===== config.mk =====
export PLATFORM = sky130hd
export DESIGN_NAME = sas_sar_adc_sequencer
export DESIGN_NICKNAME = d
export VERILOG_FILES = /design/src/rtl/sas_pkg.sv /design/src/rtl/sas_sar_adc_sequencer.sv
export SDC_FILE = /design/constraint.sdc
export NUM_CORES = 1
export LEC_CHECK = 0
export ABC_AREA = 1
export BUFFER_PORTS_ARGS = -buffer_cell sky130_fd_sc_hd__buf_2
export CAP_MARGIN = 20
export CELL_PAD_IN_SITES_DETAIL_PLACEMENT = 0
export CELL_PAD_IN_SITES_GLOBAL_PLACEMENT = 1
export CORE_MARGIN = 1
export CORE_UTILIZATION = 44
export DETAILED_ROUTE_END_ITERATION = 7
export HOLD_SLACK_MARGIN = 0.12
export PLACE_DENSITY_LB_ADDON = 0.1
export SLEW_MARGIN = 20
export SYNTH_ARGS = -nofsm -noshare
export SYNTH_HDL_FRONTEND = slang
export SYNTH_SLANG_ARGS = --single-unit

===== constraint.sdc =====
create_clock -name clock -period 2.8 [get_ports clock]
set_input_delay 0.7 -clock clock [delete_from_list [all_inputs] [get_ports clock]]
set_output_delay 0.7 -clock clock [all_outputs]
set_load 0.02 [all_outputs]

===== src/rtl/sas_pkg.sv =====
// Summary of operation
// - software picks reference: supply rails or external reference pins
// - conversion runs in sleep only when clocked from the internal rc clock
// - sample-and-hold feeds an sar engine resolving one bit per bit_period
// - each shared pin is set analog input or digital i/o on its own
// - on completion load result pair, clear start bit, set complete flag
// - device reset restores registers, turns module off, aborts conversion
// - device reset leaves result pair untouched; power-on reset clears it to zero
// - optional programmed acquisition interval between start bit and conversion
// - at least two bit_periods after conversion before next acquisition
// - clock select: osc/2,4,8,16,32,64 or internal rc for x11
// - acquisition field selects 2 to 20 bit_periods; 000 starts at once, except on rc clock one instruction cycle later
// - a 10-bit conversion takes eleven bit_periods
// - after conversion sampling resumes with no phase indication
package sas_pkg;
  // ----------------------------------------------------------------
  // register offsets
  // ----------------------------------------------------------------
  localparam logic [2:0] OFF_RESULT_HIGH = 3'h0;
  localparam logic [2:0] OFF_RESULT_LOW  = 3'h1;
  localparam logic [2:0] OFF_CONV_CTRL   = 3'h2;
  localparam logic [2:0] OFF_PIN_REF     = 3'h3;
  localparam logic [2:0] OFF_TIMING      = 3'h4;
  localparam logic [2:0] OFF_STATUS      = 3'h5;
  // ----------------------------------------------------------------
  // field positions
  // ----------------------------------------------------------------
  localparam int CTRL_ON_BIT    = 0;
  localparam int CTRL_START_BIT = 1;
  localparam int CTRL_CH_LSB    = 2;
  localparam int PIN_REFN_BIT   = 4;
  localparam int PIN_REFP_BIT   = 5;
  localparam int PIN_CFG_LSB    = 0;
  localparam int TIM_CS_LSB     = 0;
  localparam int TIM_ACQ_LSB    = 3;
  localparam int TIM_RIGHT_BIT  = 7;
  localparam int STAT_FLAG_BIT  = 0;
  // ----------------------------------------------------------------
  // reset values
  // ----------------------------------------------------------------
  localparam logic [7:0] CONV_CTRL_RST = 8'h00;
  localparam logic [7:0] PIN_REF_RST   = 8'h00;
  localparam logic [7:0] TIMING_RST    = 8'h00;
  // ----------------------------------------------------------------
  // timing counts
  // ----------------------------------------------------------------
  localparam int CONV_BIT_PERIODS = 11;
  localparam int SETTLE_PERIODS   = 2;
  localparam int CLOCK_NS         = 4;
  localparam int INSTR_CYCLE_NS   = 16;
  localparam int INSTR_CYCLES     = (INSTR_CYCLE_NS + CLOCK_NS - 1) / CLOCK_NS;
  localparam int RC_DIV           = 300;
  typedef enum logic [2:0] {
    SAS_IDLE, SAS_RC_DLY, SAS_ACQ, SAS_CONV, SAS_SETTLE
  } sas_state_e;
endpackage : sas_pkg


===== src/rtl/sas_sar_adc_sequencer.sv =====
`timescale 1ns/1ps
`default_nettype none
module sas_sar_adc_sequencer #(
  parameter int RC_DIV_P = sas_pkg::RC_DIV
) (
  input  wire logic       clock,
  input  wire logic       rst_n,
  input  wire logic       por_n,
  input  wire logic [2:0] addr,
  input  wire logic [7:0] wdata,
  input  wire logic       wr_en,
  input  wire logic       rd_en,
  output logic      [7:0] rdata,
  input  wire logic       sleep_mode,
  input  wire logic       cmp_high,
  output logic            sample_en,
  output logic      [9:0] dac_code,
  output logic      [1:0] channel_sel,
  output logic            ref_pos_ext,
  output logic            ref_neg_ext,
  output logic      [3:0] pin_analog,
  output logic            conv_complete_flag
);
  import sas_pkg::*;
  // ----------------------------------------------------------------
  // registers
  // ----------------------------------------------------------------
  logic [7:0] ctrl_q, ctrl_d, pinref_q, pinref_d, tim_q, tim_d, rdata_d;
  logic       flag_q, flag_d;
  logic [9:0] result_q, result_d, sar_q, sar_d;
  sas_state_e st_q, st_d;
  logic [4:0] cnt_q, cnt_d;
  logic [3:0] bit_q, bit_d;
  logic [8:0] div_q, div_d;
  logic       tick, done, busy;
  logic [2:0] cs;
  logic [2:0] acq;
  logic [4:0] acq_len;
  logic       rc_sel;

  assign cs     = tim_q[TIM_CS_LSB +: 3];
  assign acq    = tim_q[TIM_ACQ_LSB +: 3];
  assign rc_sel = (cs[1:0] == 2'b11);
  assign busy   = (st_q != SAS_IDLE) && (st_q != SAS_SETTLE);

  // acquisition length in bit periods
  always_comb begin
    unique case (acq)
      3'd0:    acq_len = 5'd0;
      3'd1:    acq_len = 5'd2;
      3'd2:    acq_len = 5'd4;
      3'd3:    acq_len = 5'd6;
      3'd4:    acq_len = 5'd8;
      3'd5:    acq_len = 5'd12;
      3'd6:    acq_len = 5'd16;
      default: acq_len = 5'd20;
    endcase
  end

  // ----------------------------------------------------------------
  // bit period divider
  // ----------------------------------------------------------------
  // divider halted in sleep unless rc clock selected; osc stops then
  always_comb begin
    logic [8:0] lim;
    lim = 9'd1;
    unique case (cs)
      3'b000:  lim = 9'd1;
      3'b100:  lim = 9'd3;
      3'b001:  lim = 9'd7;
      3'b101:  lim = 9'd15;
      3'b010:  lim = 9'd31;
      3'b110:  lim = 9'd63;
      default: lim = 9'(RC_DIV_P - 1);
    endcase
    tick  = (div_q >= lim);
    div_d = tick ? 9'd0 : div_q + 9'd1;
    if ((sleep_mode && !rc_sel) || st_q == SAS_IDLE || st_q == SAS_RC_DLY) begin
      div_d = 9'd0;
      tick  = 1'b0;
    end
  end

  always_ff @(posedge clock or negedge rst_n) begin
    if (!rst_n) begin
      div_q <= 9'd0;
    end else begin
      div_q <= div_d;
    end
  end

  // ----------------------------------------------------------------
  // sequencer and sar engine
  // ----------------------------------------------------------------
  // one test bit resolved per tick, msb first
  always_comb begin
    st_d  = st_q;
    cnt_d = cnt_q;
    bit_d = bit_q;
    sar_d = sar_q;
    done  = 1'b0;
    unique case (st_q)
      SAS_IDLE: begin
        if (ctrl_q[CTRL_START_BIT] && ctrl_q[CTRL_ON_BIT]) begin
          cnt_d = 5'd0;
          if (rc_sel) begin
            st_d = SAS_RC_DLY;
          end else if (acq_len != 5'd0) begin
            st_d = SAS_ACQ;
          end else begin
            st_d  = SAS_CONV;
            bit_d = 4'd0;
            sar_d = 10'h200;
          end
        end
      end
      SAS_RC_DLY: begin
        cnt_d = cnt_q + 5'd1;
        if (cnt_q == 5'(INSTR_CYCLES - 1)) begin
          cnt_d = 5'd0;
          st_d  = (acq_len != 5'd0) ? SAS_ACQ : SAS_CONV;
          bit_d = 4'd0;
          sar_d = 10'h200;
        end
      end
      SAS_ACQ: begin
        if (tick) begin
          cnt_d = cnt_q + 5'd1;
          if (cnt_q == acq_len - 5'd1) begin
            st_d  = SAS_CONV;
            bit_d = 4'd0;
            sar_d = 10'h200;
          end
        end
      end
      SAS_CONV: begin
        if (tick) begin
          bit_d = bit_q + 4'd1;
          if (bit_q < 4'd10) begin
            if (!cmp_high) begin
              sar_d[4'd9 - bit_q] = 1'b0;
            end
            if (bit_q < 4'd9) begin
              sar_d[4'd8 - bit_q] = 1'b1;
            end
          end
          if (bit_q == 4'(CONV_BIT_PERIODS - 1)) begin
            done  = 1'b1;
            st_d  = SAS_SETTLE;
            cnt_d = 5'd0;
          end
        end
      end
      SAS_SETTLE: begin
        if (tick) begin
          cnt_d = cnt_q + 5'd1;
          if (cnt_q == 5'(SETTLE_PERIODS - 1)) begin
            st_d = SAS_IDLE;
          end
        end
      end
      default: st_d = SAS_IDLE;
    endcase
    if (!ctrl_q[CTRL_ON_BIT]) begin
      st_d = SAS_IDLE; // switching off aborts
    end
  end

  always_ff @(posedge clock or negedge rst_n) begin
    if (!rst_n) begin
      st_q  <= SAS_IDLE;
      cnt_q <= 5'd0;
      bit_q <= 4'd0;
      sar_q <= 10'h000;
    end else begin
      st_q  <= st_d;
      cnt_q <= cnt_d;
      bit_q <= bit_d;
      sar_q <= sar_d;
    end
  end

  // ----------------------------------------------------------------
  // register file
  // ----------------------------------------------------------------
  always_comb begin
    ctrl_d   = ctrl_q;
    pinref_d = pinref_q;
    tim_d    = tim_q;
    flag_d   = flag_q;
    result_d = result_q;
    if (wr_en) begin
      unique case (addr)
        OFF_CONV_CTRL: ctrl_d   = wdata;
        OFF_PIN_REF:   pinref_d = wdata;
        OFF_TIMING:    tim_d    = wdata;
        OFF_STATUS:    flag_d   = wdata[STAT_FLAG_BIT];
        default:       ;
      endcase
    end
    // also forced on the entry edge, so a racing write cannot drop it
    if (busy || (st_d != SAS_IDLE && st_d != SAS_SETTLE)) begin
      ctrl_d[CTRL_START_BIT] = 1'b1;
    end
    if (!ctrl_d[CTRL_ON_BIT]) begin
      ctrl_d[CTRL_START_BIT] = 1'b0;
    end
    if (done) begin
      result_d               = sar_d;
      ctrl_d[CTRL_START_BIT] = 1'b0;
      flag_d                 = 1'b1; // set wins over clear
    end
    rdata_d = 8'h00;
    if (rd_en) begin
      unique case (addr)
        OFF_RESULT_HIGH: rdata_d = tim_q[TIM_RIGHT_BIT] ? {6'h00, result_q[9:8]}
                                                        : result_q[9:2];
        OFF_RESULT_LOW:  rdata_d = tim_q[TIM_RIGHT_BIT] ? result_q[7:0]
                                                        : {result_q[1:0], 6'h00};
        OFF_CONV_CTRL:   rdata_d = ctrl_q;
        OFF_PIN_REF:     rdata_d = pinref_q;
        OFF_TIMING:      rdata_d = tim_q;
        OFF_STATUS:      rdata_d = {7'h00, flag_q};
        default:         rdata_d = 8'h00;
      endcase
    end
  end

  always_ff @(posedge clock or negedge rst_n) begin
    if (!rst_n) begin
      ctrl_q   <= CONV_CTRL_RST;
      pinref_q <= PIN_REF_RST;
      tim_q    <= TIMING_RST;
      flag_q   <= 1'b0;
      rdata    <= 8'h00;
    end else begin
      ctrl_q   <= ctrl_d;
      pinref_q <= pinref_d;
      tim_q    <= tim_d;
      flag_q   <= flag_d;
      rdata    <= rdata_d;
    end
  end

  // result pair only reset by power-on, never by device reset
  always_ff @(posedge clock or negedge por_n) begin
    if (!por_n) begin
      result_q <= 10'h000;
    end else begin
      result_q <= result_d;
    end
  end

  // ----------------------------------------------------------------
  // analog side outputs
  // ----------------------------------------------------------------
  // sampling resumes after every conversion, no phase flag
  assign sample_en          = ctrl_q[CTRL_ON_BIT] && (st_q != SAS_CONV);
  assign dac_code           = sar_q;
  assign channel_sel        = ctrl_q[CTRL_CH_LSB +: 2];
  assign ref_pos_ext        = pinref_q[PIN_REFP_BIT];
  assign ref_neg_ext        = pinref_q[PIN_REFN_BIT];
  assign pin_analog         = pinref_q[PIN_CFG_LSB +: 4];
  assign conv_complete_flag = flag_q;
endmodule : sas_sar_adc_sequencer
`default_nettype wire


==> tab_implementation.tex, run 1 <==
\begin{tabular}{lr}
\hline
Metric & Value \\
\hline
\multicolumn{2}{l}{\textbf{Yosys}} \\
\quad Synth Net Count & 607 \\
\quad Count of unique library cells instantiated by Yosys & 41 \\
\quad Post-synth EDFFs & 0 \\
\quad Yosys warnings & 0 \\
\quad Most area-consuming cells after synthesis & dfrtp\_1 43\%, nand2\_1 15\%, ha\_1 5.5\% \\
\quad Portion of the post-synthesis area used by sequential elements & 42.5\% \\
\quad Most instantiated flip-flop cell in the synthesis netlist & dfrtp\_1 \\
\quad Combined area of all synthesized cells & 4350 um2 \\
\quad Leading area contributor after synthesis & dfrtp\_1 \\
\quad Top-area cell type share of the netlist area & 42.5\% \\
\quad Synth async-reset ratio & 100\% \\
\quad Gate count of the mapped netlist & 570 \\
\quad Mean area per synthesized cell & 7.64 um2 \\
\quad Number of register bits inferred by synthesis & 74 \\
\multicolumn{2}{l}{\textbf{Drt}} \\
\quad Avg WL per Cell & 14.4 um \\
\quad Via density per instance & 5.06 \\
\quad Final wirelength & 10,700 um \\
\quad Overall via count from detail\_route & 3,781 \\
\quad DRC marker count from the first detailed-route iteration & 138 \\
\quad DRC errors left & 0 \\
\quad Antenna Nets Post-Route & 0 \\
\quad Detailed Routing Iterations Pass 1 & 4 \\
\multicolumn{2}{l}{\textbf{Worst setup path}} \\
\quad Critical path class & flip-flop to flip-flop \\
\quad Critical path startpoint category & flip-flop \\
\quad Delay of the slowest critical-path stage & 0.46 ns \\
\quad Largest delay contributor family on the critical path & simple AND/OR/NAND/NOR gates \\
\quad Crit path max-delay cell type & dfrtp\_1 \\
\quad Biggest fanout along the worst timing path & 14 \\
\quad Most frequent CP cell & nand2\_1 \\
\quad Required time of the critical path & 3.09 ns \\
\quad Ordered cell list for the critical path & inv\_1 > nor2\_1 > inv\_1 > ha\_1 > nand2\_1 > inv\_1 > nand2\_1 > nand2\_1 > nand2\_1 > nand3\_1 > nand2\_4 > nor2\_2 > nand2\_2 > nand4\_1 > nand3b\_1 > nand2\_1 \\
\quad CP endpoint kind & flip-flop \\
\quad Endpoint arrival time on the critical path & 2.74 ns \\
\quad WP buf/inv & 3 \\
\multicolumn{2}{l}{\textbf{Timing}} \\
\quad Layout Skew & 0.0106 ns \\
\quad \# setup viols final & 0 \\
\quad Final period util & 87.6\% \\
\quad Headroom to the max-slew limit & 54.8\% \\
\quad Fin. max-slew vios & 0 \\
\quad Highest clock frequency the design can meet & 0.408 GHz \\
\quad Actual transition at the worst max-transition pin & 0.677 ns \\
\quad Total count of hold-check failures in the final report & 0 \\
\quad Final TNS setup & 0 ns \\
\quad RSZ-0062 raised after global routing & false \\
\quad Clock period minus worst slack & 2.45 ns \\
\multicolumn{2}{l}{\textbf{Global routing}} \\
\quad Pin count of the biggest net entering global routing & 38 \\
\quad Number of global-route vias before repair & 3,744 \\
\quad First-pass GRT wire length & 18,300 um \\
\quad Initial antenna violation count & 0 \\
\quad Total gr overflow & 0 \\
\quad GRT Total Usage & 23.4\% \\
\multicolumn{2}{l}{\textbf{Placed design}} \\
\quad Placer's final routability congestion estimate & 0.905 \\
\quad Dpl hpwl & 8200 um \\
\quad PortBufs & 45 \\
\quad Area after detailed placement & 4680 um2 \\
\quad Placed cell count & 731 \\
\multicolumn{2}{l}{\textbf{Layout}} \\
\quad Core utilization of the finished layout & 51.6\% \\
\quad Area overhead of the layout relative to synthesis & 11.7\% \\
\quad Number of nets in the finished design & 650 \\
\quad Final antenna diode count & 0 \\
\quad Ratio of cells with drive above 1 in the final layout & 14.6\% \\
\quad Post-route standard cell area excluding fillers & 4860 um2 \\
\quad Leading cell types in the layout, fill and taps excluded & 171 x nand2\_1, 74 x dfrtp\_1, 63 x inv\_1 \\
\quad Layout Cells excl Fill & 747 \\
\quad Most frequent standard cell in the layout excluding fill and tap cells & nand2\_1 \\
\multicolumn{2}{l}{\textbf{Power and ir drop}} \\
\quad Worst voltage drop across the vdd grid & 0.253 mV \\
\quad Leakage power & 2.51 nW \\
\quad Pwr Density & 542 nW/um2 \\
\multicolumn{2}{l}{\textbf{Clock tree}} \\
\quad Total clock buffers created by CTS & 9 \\
\quad Clock latency reported for the late side of the worst-skew pair & 0.35 ns \\
\quad CTS-repair resized insts & 0 \\
\quad Max clock buf depth & 2 \\
\quad Clock tree from TritonCTS & yes \\
\quad Clock sink count & 74 \\
\quad Post-CTS Hold Buffers & 0 \\
\quad Root buffer selected by CTS & clkbuf\_8 \\
\quad \# Post-CTS Setup Buffers & 0 \\
\quad Reg clk slew, reported paths & 0.08 ns \\
\quad Deepest level of the CTS H-tree & 3 \\
\multicolumn{2}{l}{\textbf{Die}} \\
\quad Vertical die dimension & 101 um \\
\quad Total number of placement rows & 35 \\
\quad Core outline area & 9420 um2 \\
\quad Initial core utilization & 46.2\% \\
\quad Die area & 10,300 um2 \\
\quad Top-Level Pins & 46 \\
\quad Die extent in x & 101 um \\
\multicolumn{2}{l}{\textbf{Flow run}} \\
\quad Number of max-capacitance violations reported & 0 \\
\multicolumn{2}{l}{\textbf{Outcome}} \\
\quad Outcome & finished clean \\
\multicolumn{2}{l}{\textbf{Worst hold path}} \\
\quad Hold WC Path Type & primary input to asynchronous set/reset pin \\
\hline
\end{tabular}
[flip-flops by register name, indices dropped and copies added, names as in the netlist]
signal              count
dac_code               10
result_q               10
div_q                   9
ctrl_q                  8
pinref_q                8
rdata                   8
tim_q                   8
cnt_q                   5
bit_q                   4
st_q                    3
conv_complete_flag      1
[logic make-up (layout without fill, tap and decap cells)]
| group | Yosys count | after routing | share of synthesized area, % |
|---|---|---|---|
| mux | 2 | 2 | 0.460 |
| buf+inv | 86 | 134 | 8.28 |
| simple gates | 290 | 290 | 29.1 |
| flops | 74 | 74 | 42.5 |
| xor+xnor | 8 | 8 | 1.61 |
| fa+ha+maj | 19 | 19 | 5.46 |
| compound gates | 91 | 91 | 12.6 |
[power breakdown]
| group | total, W | switching (W) | internal (W) |
|---|---|---|---|
| Combinational | 0.000582 | 0.000381 | 0.000201 |
| Sequential | 0.00131 | 0.000134 | 0.00118 |
| Clock | 0.000741 | 0.000420 | 0.000322 |
| Total | 0.00263 | 0.000934 | 0.00170 |
[cells in the mapped netlist, drive strengths merged, types with 2 or more instances]
| library cell | n |
|---|---|
| a21oi | 20 |
| a221oi | 6 |
| a22o | 2 |
| a31oi | 6 |
| buf | 11 |
| clkbuf | 6 |
| dfrtp | 74 |
| ha | 19 |
| inv | 69 |
| mux2i | 2 |
| nand2 | 175 |
| nand3 | 39 |
| nand3b | 2 |
| nand4 | 12 |
| nor2 | 47 |
| nor3 | 12 |
| nor3b | 3 |
| o21ai | 46 |
| o22ai | 2 |
| o31ai | 3 |
| xnor2 | 4 |
| xor2 | 4 |
[area by class of cell]
class | count | area [um2]
Clock inverter | 6 | 41.3
Sequential cell | 74 | 1850
Multi-Input combinational cell | 410 | 2150
Tap cell | 129 | 161
Inverter | 69 | 259
Clock buffer | 10 | 128
Timing Repair Buffer | 49 | 268
Fill cell | 931 | 4550
[metrics by stage]
step           power (W)  hold slack, ns  setup WS, ns
2_1_floorplan    0.00172           0.404         0.713
3_3_place_gp     0.00190           0.469         0.333
3_5_place_dp     0.00191           0.474         0.245
4_1_cts          0.00266           0.183         0.231
5_1_grt          0.00282           0.191        0.0418
6_report         0.00263           0.191         0.347
[worst reg2reg max path, delay by kind of cell, from the launching register on]
family | cells | cell delay (ns)
flops | 1 | 0.46
fa+ha+maj | 1 | 0.28
simple gates | 12 | 1.44
buf+inv | 3 | 0.19
[routing by layer]
metal	track usage [%]	vias to the layer above	share of wire (%)
met5	0	-	0
met3	3.59	11	4.2
met2	37.0	95	45
li1	-	1942	-
met1	33.1	1733	50
met4	7.13	0	1.2
[path summary, 6_finish.rpt]
kind	from	endpoint	slack, ns	depth (start not counted)
min in group clock	ctrl_q[7]	ctrl_q[7]	0.49	2
max	tim_q[1]	ctrl_q[1]	0.35	16
max in group asynchronous	rst_n	pinref_q[6]	1.78	2
min reg2reg	ctrl_q[7]	ctrl_q[7]	0.49	2
min	por_n	result_q[3]	0.19	1
max reg2reg	tim_q[1]	ctrl_q[1]	0.35	16
Note: power is estimated with default switching activity, not from simulation.
==> inputs of run 2 (changes only) <==
--- a/config.mk
+++ b/config.mk
@@ -11,7 +11,8 @@
 export CELL_PAD_IN_SITES_DETAIL_PLACEMENT = 0
 export CELL_PAD_IN_SITES_GLOBAL_PLACEMENT = 1
 export CORE_MARGIN = 1
-export CORE_UTILIZATION = 44
+export CORE_UTILIZATION = 41
+export CTS_BUF_LIST = sky130_fd_sc_hd__clkbuf_8
 export DETAILED_ROUTE_END_ITERATION = 7
 export HOLD_SLACK_MARGIN = 0.12
 export PLACE_DENSITY_LB_ADDON = 0.1
==> constraint.sdc (replaced) <==
create_clock -name clock -period 2.2 [get_ports clock]
set_input_delay 0.55 -clock clock [delete_from_list [all_inputs] [get_ports clock]]
set_output_delay 0.55 -clock clock [all_outputs]
set_load 0.02 [all_outputs]
==> run 2 against run 1 <==
The run now ends with negative setup slack left. Global-route usage down 1.1 points. Die area up 7.2%. Fmax up 8.2%. Non-clock buffer count up 42. Sequential cell count unchanged. Critical path depth up 1. Critical path type unchanged. First-iteration DRC count up 51%. Highest routed layer unchanged. Routed wire length up 8.0%. Final area up 15%. Hold slack worse by 0.031 ns. Combinational power up 63%.
==> tab_implementation.tex, run 2 (synthesized netlist as in run 1, its figures left out) <==
\begin{tabular}{lr}
\hline
Metric & Value \\
\hline
\multicolumn{2}{l}{\textbf{Layout}} \\
\quad Number of fillers in the final layout & 1,013 (was 931) \\
\quad Number of nets in the finished design & 693 (was 650) \\
\quad Final antenna diode count & 0 (unchanged) \\
\quad Ratio of cells with drive above 1 in the final layout & 26.8\% (was 14.6\%) \\
\quad Leading cell types in the layout, fill and taps excluded & 155 x nand2\_1, 72 x dfrtp\_1, 61 x inv\_1 (was 171 x nand2\_1, 74 x dfrtp\_1, 63 x inv\_1) \\
\quad Most frequent standard cell in the layout excluding fill and tap cells & nand2\_1 (unchanged) \\
\quad Area overhead of the layout relative to synthesis & 28.0\% (was 11.7\%) \\
\multicolumn{2}{l}{\textbf{Timing}} \\
\quad Layout Skew & 0.0139 ns (was 0.0106 ns) \\
\quad Highest clock frequency the design can meet & 0.441 GHz (was 0.408 GHz) \\
\quad Clock period minus worst slack & 2.27 ns (was 2.45 ns) \\
\quad Actual transition at the worst max-transition pin & 0.958 ns (was 0.677 ns) \\
\quad Final period util & 103\% (was 87.6\%) \\
\quad \# setup viols final & 11 (was 0) \\
\quad Minimum hold slack & 0.160 ns (was 0.191 ns) \\
\quad Headroom to the max-slew limit & 35.6\% (was 54.8\%) \\
\quad RSZ-0062 raised after global routing & true (was false) \\
\quad Total count of hold-check failures in the final report & 0 (unchanged) \\
\quad Fin. max-slew vios & 0 (unchanged) \\
\quad Worst setup margin & -0.0665 ns (was 0.347 ns) \\
\multicolumn{2}{l}{\textbf{Drt}} \\
\quad Avg WL per Cell & 14.5 um (was 14.4 um) \\
\quad Final wirelength & 11,600 um (was 10,700 um) \\
\quad DRC marker count from the first detailed-route iteration & 208 (was 138) \\
\quad DRC errors left & 0 (unchanged) \\
\quad Via density per instance & 5.10 (was 5.06) \\
\quad Detailed Routing Iterations Pass 1 & 5 (was 4) \\
\quad Overall via count from detail\_route & 4,061 (was 3,781) \\
\quad Antenna Nets Post-Route & 0 (unchanged) \\
\multicolumn{2}{l}{\textbf{Worst setup path}} \\
\quad Critical path class & flip-flop to flip-flop (unchanged) \\
\quad Endpoint arrival time on the critical path & 2.51 ns (was 2.74 ns) \\
\quad Critical path startpoint category & flip-flop (unchanged) \\
\quad Reg2reg start & tim\_q[1] (unchanged) \\
\quad Number of cells on the worst reg-to-reg path & 17 (was 16) \\
\quad Required time of the critical path & 2.44 ns (was 3.09 ns) \\
\quad Flop-to-flop setup slack & -0.07 ns (was 0.35 ns) \\
\quad Worst Setup SP & tim\_q[1] (unchanged) \\
\quad End point of the critical path & result\_q[5] (was ctrl\_q[1]) \\
\quad End of the worst register-to-register path & result\_q[5] (was ctrl\_q[1]) \\
\quad CP endpoint kind & flip-flop (unchanged) \\
\quad Biggest fanout along the worst timing path & 6 (was 14) \\
\multicolumn{2}{l}{\textbf{Die}} \\
\quad Initial core utilization & 42.2\% (was 46.2\%) \\
\quad Total number of placement rows & 37 (was 35) \\
\quad Vertical die dimension & 105 um (was 101 um) \\
\quad Die area & 11,000 um2 (was 10,300 um2) \\
\quad Top-Level Pins & 46 (unchanged) \\
\quad Die extent in x & 105 um (was 101 um) \\
\quad Core outline area & 10,300 um2 (was 9420 um2) \\
\multicolumn{2}{l}{\textbf{Power and ir drop}} \\
\quad Pwr Density & 680 nW/um2 (was 542 nW/um2) \\
\quad Leakage power & 2.84 nW (was 2.51 nW) \\
\quad Worst voltage drop across the vdd grid & 0.396 mV (was 0.253 mV) \\
\multicolumn{2}{l}{\textbf{Clock tree}} \\
\quad Clock tree from TritonCTS & yes (unchanged) \\
\quad Max clock buf depth & 2 (unchanged) \\
\quad Total clock buffers created by CTS & 9 (unchanged) \\
\quad Clock sink count & 74 (unchanged) \\
\quad Root buffer selected by CTS & clkbuf\_8 (unchanged) \\
\quad Clock latency reported for the late side of the worst-skew pair & 0.35 ns (about the same) \\
\quad Reg clk slew, reported paths & 0.09 ns (was 0.08 ns) \\
\quad Deepest level of the CTS H-tree & 3 (unchanged) \\
\multicolumn{2}{l}{\textbf{Placed design}} \\
\quad Placer's final routability congestion estimate & 0.856 (was 0.905) \\
\quad Post-placement worst setup slack & -0.286 ns (was 0.245 ns) \\
\quad Dpl hpwl & 8720 um (was 8200 um) \\
\quad PortBufs & 45 (unchanged) \\
\multicolumn{2}{l}{\textbf{Global routing}} \\
\quad Total gr overflow & 0 (unchanged) \\
\quad GRT Total Usage & 22.3\% (was 23.4\%) \\
\quad Pin count of the biggest net entering global routing & 28 (was 38) \\
\quad First-pass GRT wire length & 19,400 um (was 18,300 um) \\
\quad Initial antenna violation count & 0 (unchanged) \\
\quad Number of global-route vias before repair & 3,977 (was 3,744) \\
\multicolumn{2}{l}{\textbf{Worst hold path}} \\
\quad Hold WC Path Type & primary input to asynchronous set/reset pin (unchanged) \\
\multicolumn{2}{l}{\textbf{Flow run}} \\
\quad Number of max-capacitance violations reported & 0 (unchanged) \\
\multicolumn{2}{l}{\textbf{Outcome}} \\
\quad Failing checks & negative setup slack \\
\quad Outcome & complete, but fails checks (was finished clean) \\
\hline
\end{tabular}
[run 2: how the worst min path moves through the flow]
| stage | from | endpoint | cells after the start |
|---|---|---|---|
| floorplan | rst_n | bit_q[0] | 0 |
| global placement | por_n | result_q[2] | 1 |
| detailed placement | por_n | result_q[2] | 1 |
| CTS | rst_n | dac_code[6] | 1 |
| global route | rst_n | dac_code[6] | 1 |
| finish | rst_n | dac_code[6] | 1 |
[run 2: worst max-delay path: stages, from the launching register on]
cell     delay, ns
dfrtp_1       0.42
inv_2         0.06
nor2_2        0.12
nor2_1        0.06
ha_1          0.29
nand2_1       0.07
nor2_2        0.12
nand3_2       0.10
nand3_4       0.19
nand2_8       0.10
nor2_4        0.19
nand2_1       0.07
nand2_1       0.06
nand3_1       0.06
nand2_1       0.08
nand2_2       0.06
nand2_2       0.07
nand2_2       0.05
[run 2: stage by stage]
step,setup TNS [ns],instances,power (W),util (%),instance area (um2)
floorplan,0,570,0.00219,-,4350
global placement,-2.96,773,0.00251,48.2,4980
detailed placement,-4.78,773,0.00252,48.2,4980
CTS,-0.323,793,0.00376,51.8,5350
global route,-3.66,797,0.00402,54.0,5570
finish,-0.299,797,0.00379,54.0,5570
[run 2: repair_timing]
item | in CTS | in global routing
pin swaps | 5 | 31
setup endpoints to repair | 32 | 33
setup buffers | 2 | 4
gates cloned | 1 | 1
endpoints found under the hold margin | 10 | 0
hold buffers | 1 | 0
gates resized for setup | 31 | 42
[run 2: power by group]
part,internal [W],switching [W]
clock,0.000637,0.000545
combinational,0.000370,0.000576
sequential,0.00150,0.000165
[run 2: layout make-up]
class                   count  area [um2]  area share [%]
flip-flops and latches     74        1850            33.3
inverters                  69         269            4.83
repair buffers             91         639            11.5
clock buffers               9         124            2.22
multi-input cells         411        2420            43.5
clock inverters             7        92.6            1.66
well taps                 136         170            3.05
[run 2: per-layer routing]
metal	GRT usage, %	up-vias	wire, um
met5	0	-	0
met4	7.95	0	268
met3	2.56	20	411
met2	37.9	98	5590
met1	29.1	1906	5310
li1	-	2037	-
==> inputs of run 3 (changes only) <==
--- a/config.mk
+++ b/config.mk
@@ -6,14 +6,14 @@
 export NUM_CORES = 1
 export LEC_CHECK = 0
 export ABC_AREA = 1
-export BUFFER_PORTS_ARGS = -buffer_cell sky130_fd_sc_hd__buf_2
 export CAP_MARGIN = 20
 export CELL_PAD_IN_SITES_DETAIL_PLACEMENT = 0
 export CELL_PAD_IN_SITES_GLOBAL_PLACEMENT = 1
 export CORE_MARGIN = 1
-export CORE_UTILIZATION = 41
+export CORE_UTILIZATION = 49
 export CTS_BUF_LIST = sky130_fd_sc_hd__clkbuf_8
 export DETAILED_ROUTE_END_ITERATION = 7
+export DONT_BUFFER_PORTS = 1
 export HOLD_SLACK_MARGIN = 0.12
 export PLACE_DENSITY_LB_ADDON = 0.1
 export SLEW_MARGIN = 20
==> constraint.sdc (replaced) <==
create_clock -name clock -period 2.4 [get_ports clock]
set_input_delay 0.6 -clock clock [delete_from_list [all_inputs] [get_ports clock]]
set_output_delay 0.6 -clock clock [all_outputs]
set_load 0.02 [all_outputs]
==> run 3 against run 2 <==
The flow now finishes without violations. Clock skew is 0.0059 ns higher. Register-to-register slack better by 0.14 ns. Routed wire length shrank 7.8%. Count of clock-buffer cells in the layout stayed put. Largest cell class unchanged.
==> tab_implementation.tex, run 3 (synthesized netlist as in run 1, its figures left out) <==
\begin{tabular}{lr}
\hline
Metric & Value \\
\hline
\multicolumn{2}{l}{\textbf{Die}} \\
\quad Initial core utilization & 50.2\% (was 42.2\%) \\
\quad Die extent in x & 96.3 um (was 105 um) \\
\quad Core outline area & 8680 um2 (was 10,300 um2) \\
\quad Total number of placement rows & 34 (was 37) \\
\quad Die area & 9260 um2 (was 11,000 um2) \\
\quad Top-Level Pins & 46 (unchanged) \\
\quad Vertical die dimension & 96.3 um (was 105 um) \\
\multicolumn{2}{l}{\textbf{Worst setup path}} \\
\quad Critical path startpoint category & flip-flop (unchanged) \\
\quad Required time of the critical path & 2.65 ns (was 2.44 ns) \\
\quad WP buf/inv & 2 (was 1) \\
\quad Largest delay contributor family on the critical path & simple AND/OR/NAND/NOR gates (unchanged) \\
\quad Biggest fanout along the worst timing path & 7 (was 6) \\
\quad CP endpoint kind & flip-flop (unchanged) \\
\quad Ordered cell list for the critical path & buf\_6 > nand2\_2 > ha\_4 > nand2\_1 > nor2\_2 > nand3\_2 > nand3\_4 > nand2\_4 > buf\_6 > nor2\_4 > nand2\_1 > nand2\_1 > nand3\_2 > nand2\_2 > nand2\_2 > nand2\_1 > nand2\_1 (was inv\_2 > nor2\_2 > nor2\_1 > ha\_1 > nand2\_1 > nor2\_2 > nand3\_2 > nand3\_4 > nand2\_8 > nor2\_4 > nand2\_1 > nand2\_1 > nand3\_1 > nand2\_1 > nand2\_2 > nand2\_2 > nand2\_2) \\
\quad Most frequent CP cell & nand2\_1 (unchanged) \\
\quad Endpoint arrival time on the critical path & 2.58 ns (was 2.51 ns) \\
\quad Delay of the slowest critical-path stage & 0.46 ns (was 0.42 ns) \\
\quad Crit path max-delay cell type & dfrtp\_2 (was dfrtp\_1) \\
\quad Critical path class & flip-flop to flip-flop (unchanged) \\
\multicolumn{2}{l}{\textbf{Timing}} \\
\quad Actual transition at the worst max-transition pin & 0.656 ns (was 0.958 ns) \\
\quad Fin. max-slew vios & 0 (unchanged) \\
\quad \# setup viols final & 0 (was 11) \\
\quad Layout Skew & 0.0198 ns (was 0.0139 ns) \\
\quad Final TNS setup & 0 ns (was -0.299 ns) \\
\quad Worst setup margin & 0.0699 ns (was -0.0665 ns) \\
\quad Highest clock frequency the design can meet & 0.429 GHz (was 0.441 GHz) \\
\quad Final period util & 97.1\% (was 103\%) \\
\quad Clock period minus worst slack & 2.33 ns (was 2.27 ns) \\
\quad Total count of hold-check failures in the final report & 0 (unchanged) \\
\quad RSZ-0062 raised after global routing & true (unchanged) \\
\quad Headroom to the max-slew limit & 56.0\% (was 35.6\%) \\
\multicolumn{2}{l}{\textbf{Drt}} \\
\quad Via density per instance & 5.35 (was 5.10) \\
\quad Avg WL per Cell & 15.2 um (was 14.5 um) \\
\quad Final wirelength & 10,700 um (was 11,600 um) \\
\quad DRC errors left & 0 (unchanged) \\
\quad DRC marker count from the first detailed-route iteration & 169 (was 208) \\
\quad Overall via count from detail\_route & 3,753 (was 4,061) \\
\quad Antenna Nets Post-Route & 0 (unchanged) \\
\quad Detailed Routing Iterations Pass 1 & 5 (unchanged) \\
\multicolumn{2}{l}{\textbf{Layout}} \\
\quad Leading cell types in the layout, fill and taps excluded & 161 x nand2\_1, 72 x dfrtp\_1, 62 x inv\_1 (was 155 x nand2\_1, 72 x dfrtp\_1, 61 x inv\_1) \\
\quad Ratio of cells with drive above 1 in the final layout & 15.0\% (was 26.8\%) \\
\quad Area overhead of the layout relative to synthesis & 13.1\% (was 28.0\%) \\
\quad Most frequent standard cell in the layout excluding fill and tap cells & nand2\_1 (unchanged) \\
\quad Number of nets in the finished design & 625 (was 693) \\
\quad Post-route standard cell area excluding fillers & 4920 um2 (was 5570 um2) \\
\quad Final antenna diode count & 0 (unchanged) \\
\multicolumn{2}{l}{\textbf{Global routing}} \\
\quad First-pass GRT wire length & 16,500 um (was 19,400 um) \\
\quad Total gr overflow & 0 (unchanged) \\
\quad Pin count of the biggest net entering global routing & 65 (was 28) \\
\quad GRT Total Usage & 24.0\% (was 22.3\%) \\
\quad Number of global-route vias before repair & 3,462 (was 3,977) \\
\quad Initial antenna violation count & 0 (unchanged) \\
\multicolumn{2}{l}{\textbf{Clock tree}} \\
\quad Clock latency reported for the late side of the worst-skew pair & 0.37 ns (was 0.35 ns) \\
\quad Root buffer selected by CTS & clkbuf\_8 (unchanged) \\
\quad Clock sink count & 74 (unchanged) \\
\quad Reg clk slew, reported paths & 0.08 ns (was 0.09 ns) \\
\quad Total clock buffers created by CTS & 9 (unchanged) \\
\quad Max clock buf depth & 2 (unchanged) \\
\quad Deepest level of the CTS H-tree & 3 (unchanged) \\
\quad Clock tree from TritonCTS & yes (unchanged) \\
\multicolumn{2}{l}{\textbf{Placed design}} \\
\quad Placer's final routability congestion estimate & 0.919 (was 0.856) \\
\quad Post-placement worst setup slack & -0.0114 ns (was -0.286 ns) \\
\quad Dpl hpwl & 7970 um (was 8720 um) \\
\quad Area after detailed placement & 4520 um2 (was 4980 um2) \\
\quad PortBufs & 0 (was 45) \\
\multicolumn{2}{l}{\textbf{Outcome}} \\
\quad Outcome & finished clean (was complete, but fails checks) \\
\multicolumn{2}{l}{\textbf{Power and ir drop}} \\
\quad Pwr Density & 648 nW/um2 (was 680 nW/um2) \\
\quad Worst voltage drop across the vdd grid & 0.394 mV (was 0.396 mV) \\
\quad Final total power & 0.00319 W (was 0.00379 W) \\
\quad Leakage power & 2.46 nW (was 2.84 nW) \\
\multicolumn{2}{l}{\textbf{Worst hold path}} \\
\quad Hold WC Path Type & primary input to flip-flop (was primary input to asynchronous set/reset pin) \\
\multicolumn{2}{l}{\textbf{Flow run}} \\
\quad Number of max-capacitance violations reported & 0 (unchanged) \\
\hline
\end{tabular}
-- run 3: cell count changes in the layout (fill, tap and decap cells not counted), sizes merged --
| cell | previous run | this run |
|---|---|---|
| buf | 89 | 22 |
| clkinvlp | 2 | 0 |
| clkinv | 1 | 4 |
| dlygate4sd3 | 1 | 2 |
| clkbuf | 10 | 9 |
| nand2 | 176 | 175 |
| bufinv | 2 | 1 |
-- run 3: worst reg2reg max path: stages, from the launching register on --
cell	delay [ns]
dfrtp_2	0.46
buf_6	0.12
nand2_2	0.06
ha_4	0.27
nand2_1	0.07
nor2_2	0.16
nand3_2	0.14
nand3_4	0.11
nand2_4	0.07
buf_6	0.15
nor2_4	0.16
nand2_1	0.07
nand2_1	0.08
nand3_2	0.08
nand2_2	0.07
nand2_2	0.06
nand2_1	0.06
nand2_1	0.05
-- run 3: repair_timing --
action,in CTS,in global routing
setup buffers,0,3
setup endpoints to repair,3,32
hold buffers,3,0
gates resized for setup,1,38
pin swaps,0,10
hold endpoints to repair,74,0
-- run 3: metal layers --
metal / vias up / share of wire (%) / track usage [%]
li1: 1908 / - / -
met5: - / 0 / 0
met4: 0 / 1.1 / 8.08
met3: 13 / 3.8 / 4.19
met1: 1774 / 47 / 31.2
met2: 58 / 48 / 40.2
-- run 3: area by class of cell --
type                    count  area (um2)
inverters                  69         262
fillers                   853        3750
clock buffers               9         124
well taps                 108         135
clock inverters             7        70.1
flip-flops and latches     74        1850
multi-input cells         410        2260
repair buffers             24         216
-- run 3: stage by stage --
| stage | hold slack (ns) | util [%] | instances |
|---|---|---|---|
| 3_3_place_gp | 0.305 | 52.1 | 679 |
| 3_5_place_dp | 0.305 | 52.1 | 679 |
| 4_1_cts | 0.363 | 54.9 | 698 |
| 2_1_floorplan | 0.304 | - | 570 |
| 5_1_grt | 0.358 | 56.7 | 701 |
| 6_report | 0.376 | 56.7 | 701 |
-- run 3: power breakdown --
part	internal [W]	leakage (nW)	switching, W
clock network	0.000480	0.105	0.000499
registers	0.00137	0.966	0.000212
logic	0.000241	1.39	0.000385
total	0.00210	2.46	0.00110
-- run 3: path summary, 6_finish.rpt --
path,cells after the start,slack (ns),start,endpoint
worst min register to register,2,0.49,ctrl_q[5],ctrl_q[5]
worst max-delay path,17,0.07,tim_q[0],result_q[6]
worst max register to register,17,0.07,tim_q[0],result_q[6]
min in group asynchronous,1,0.61,por_n,result_q[0]
worst min-delay path,2,0.38,wdata[0],conv_complete_flag
max in group asynchronous,2,1.32,rst_n,tim_q[1]
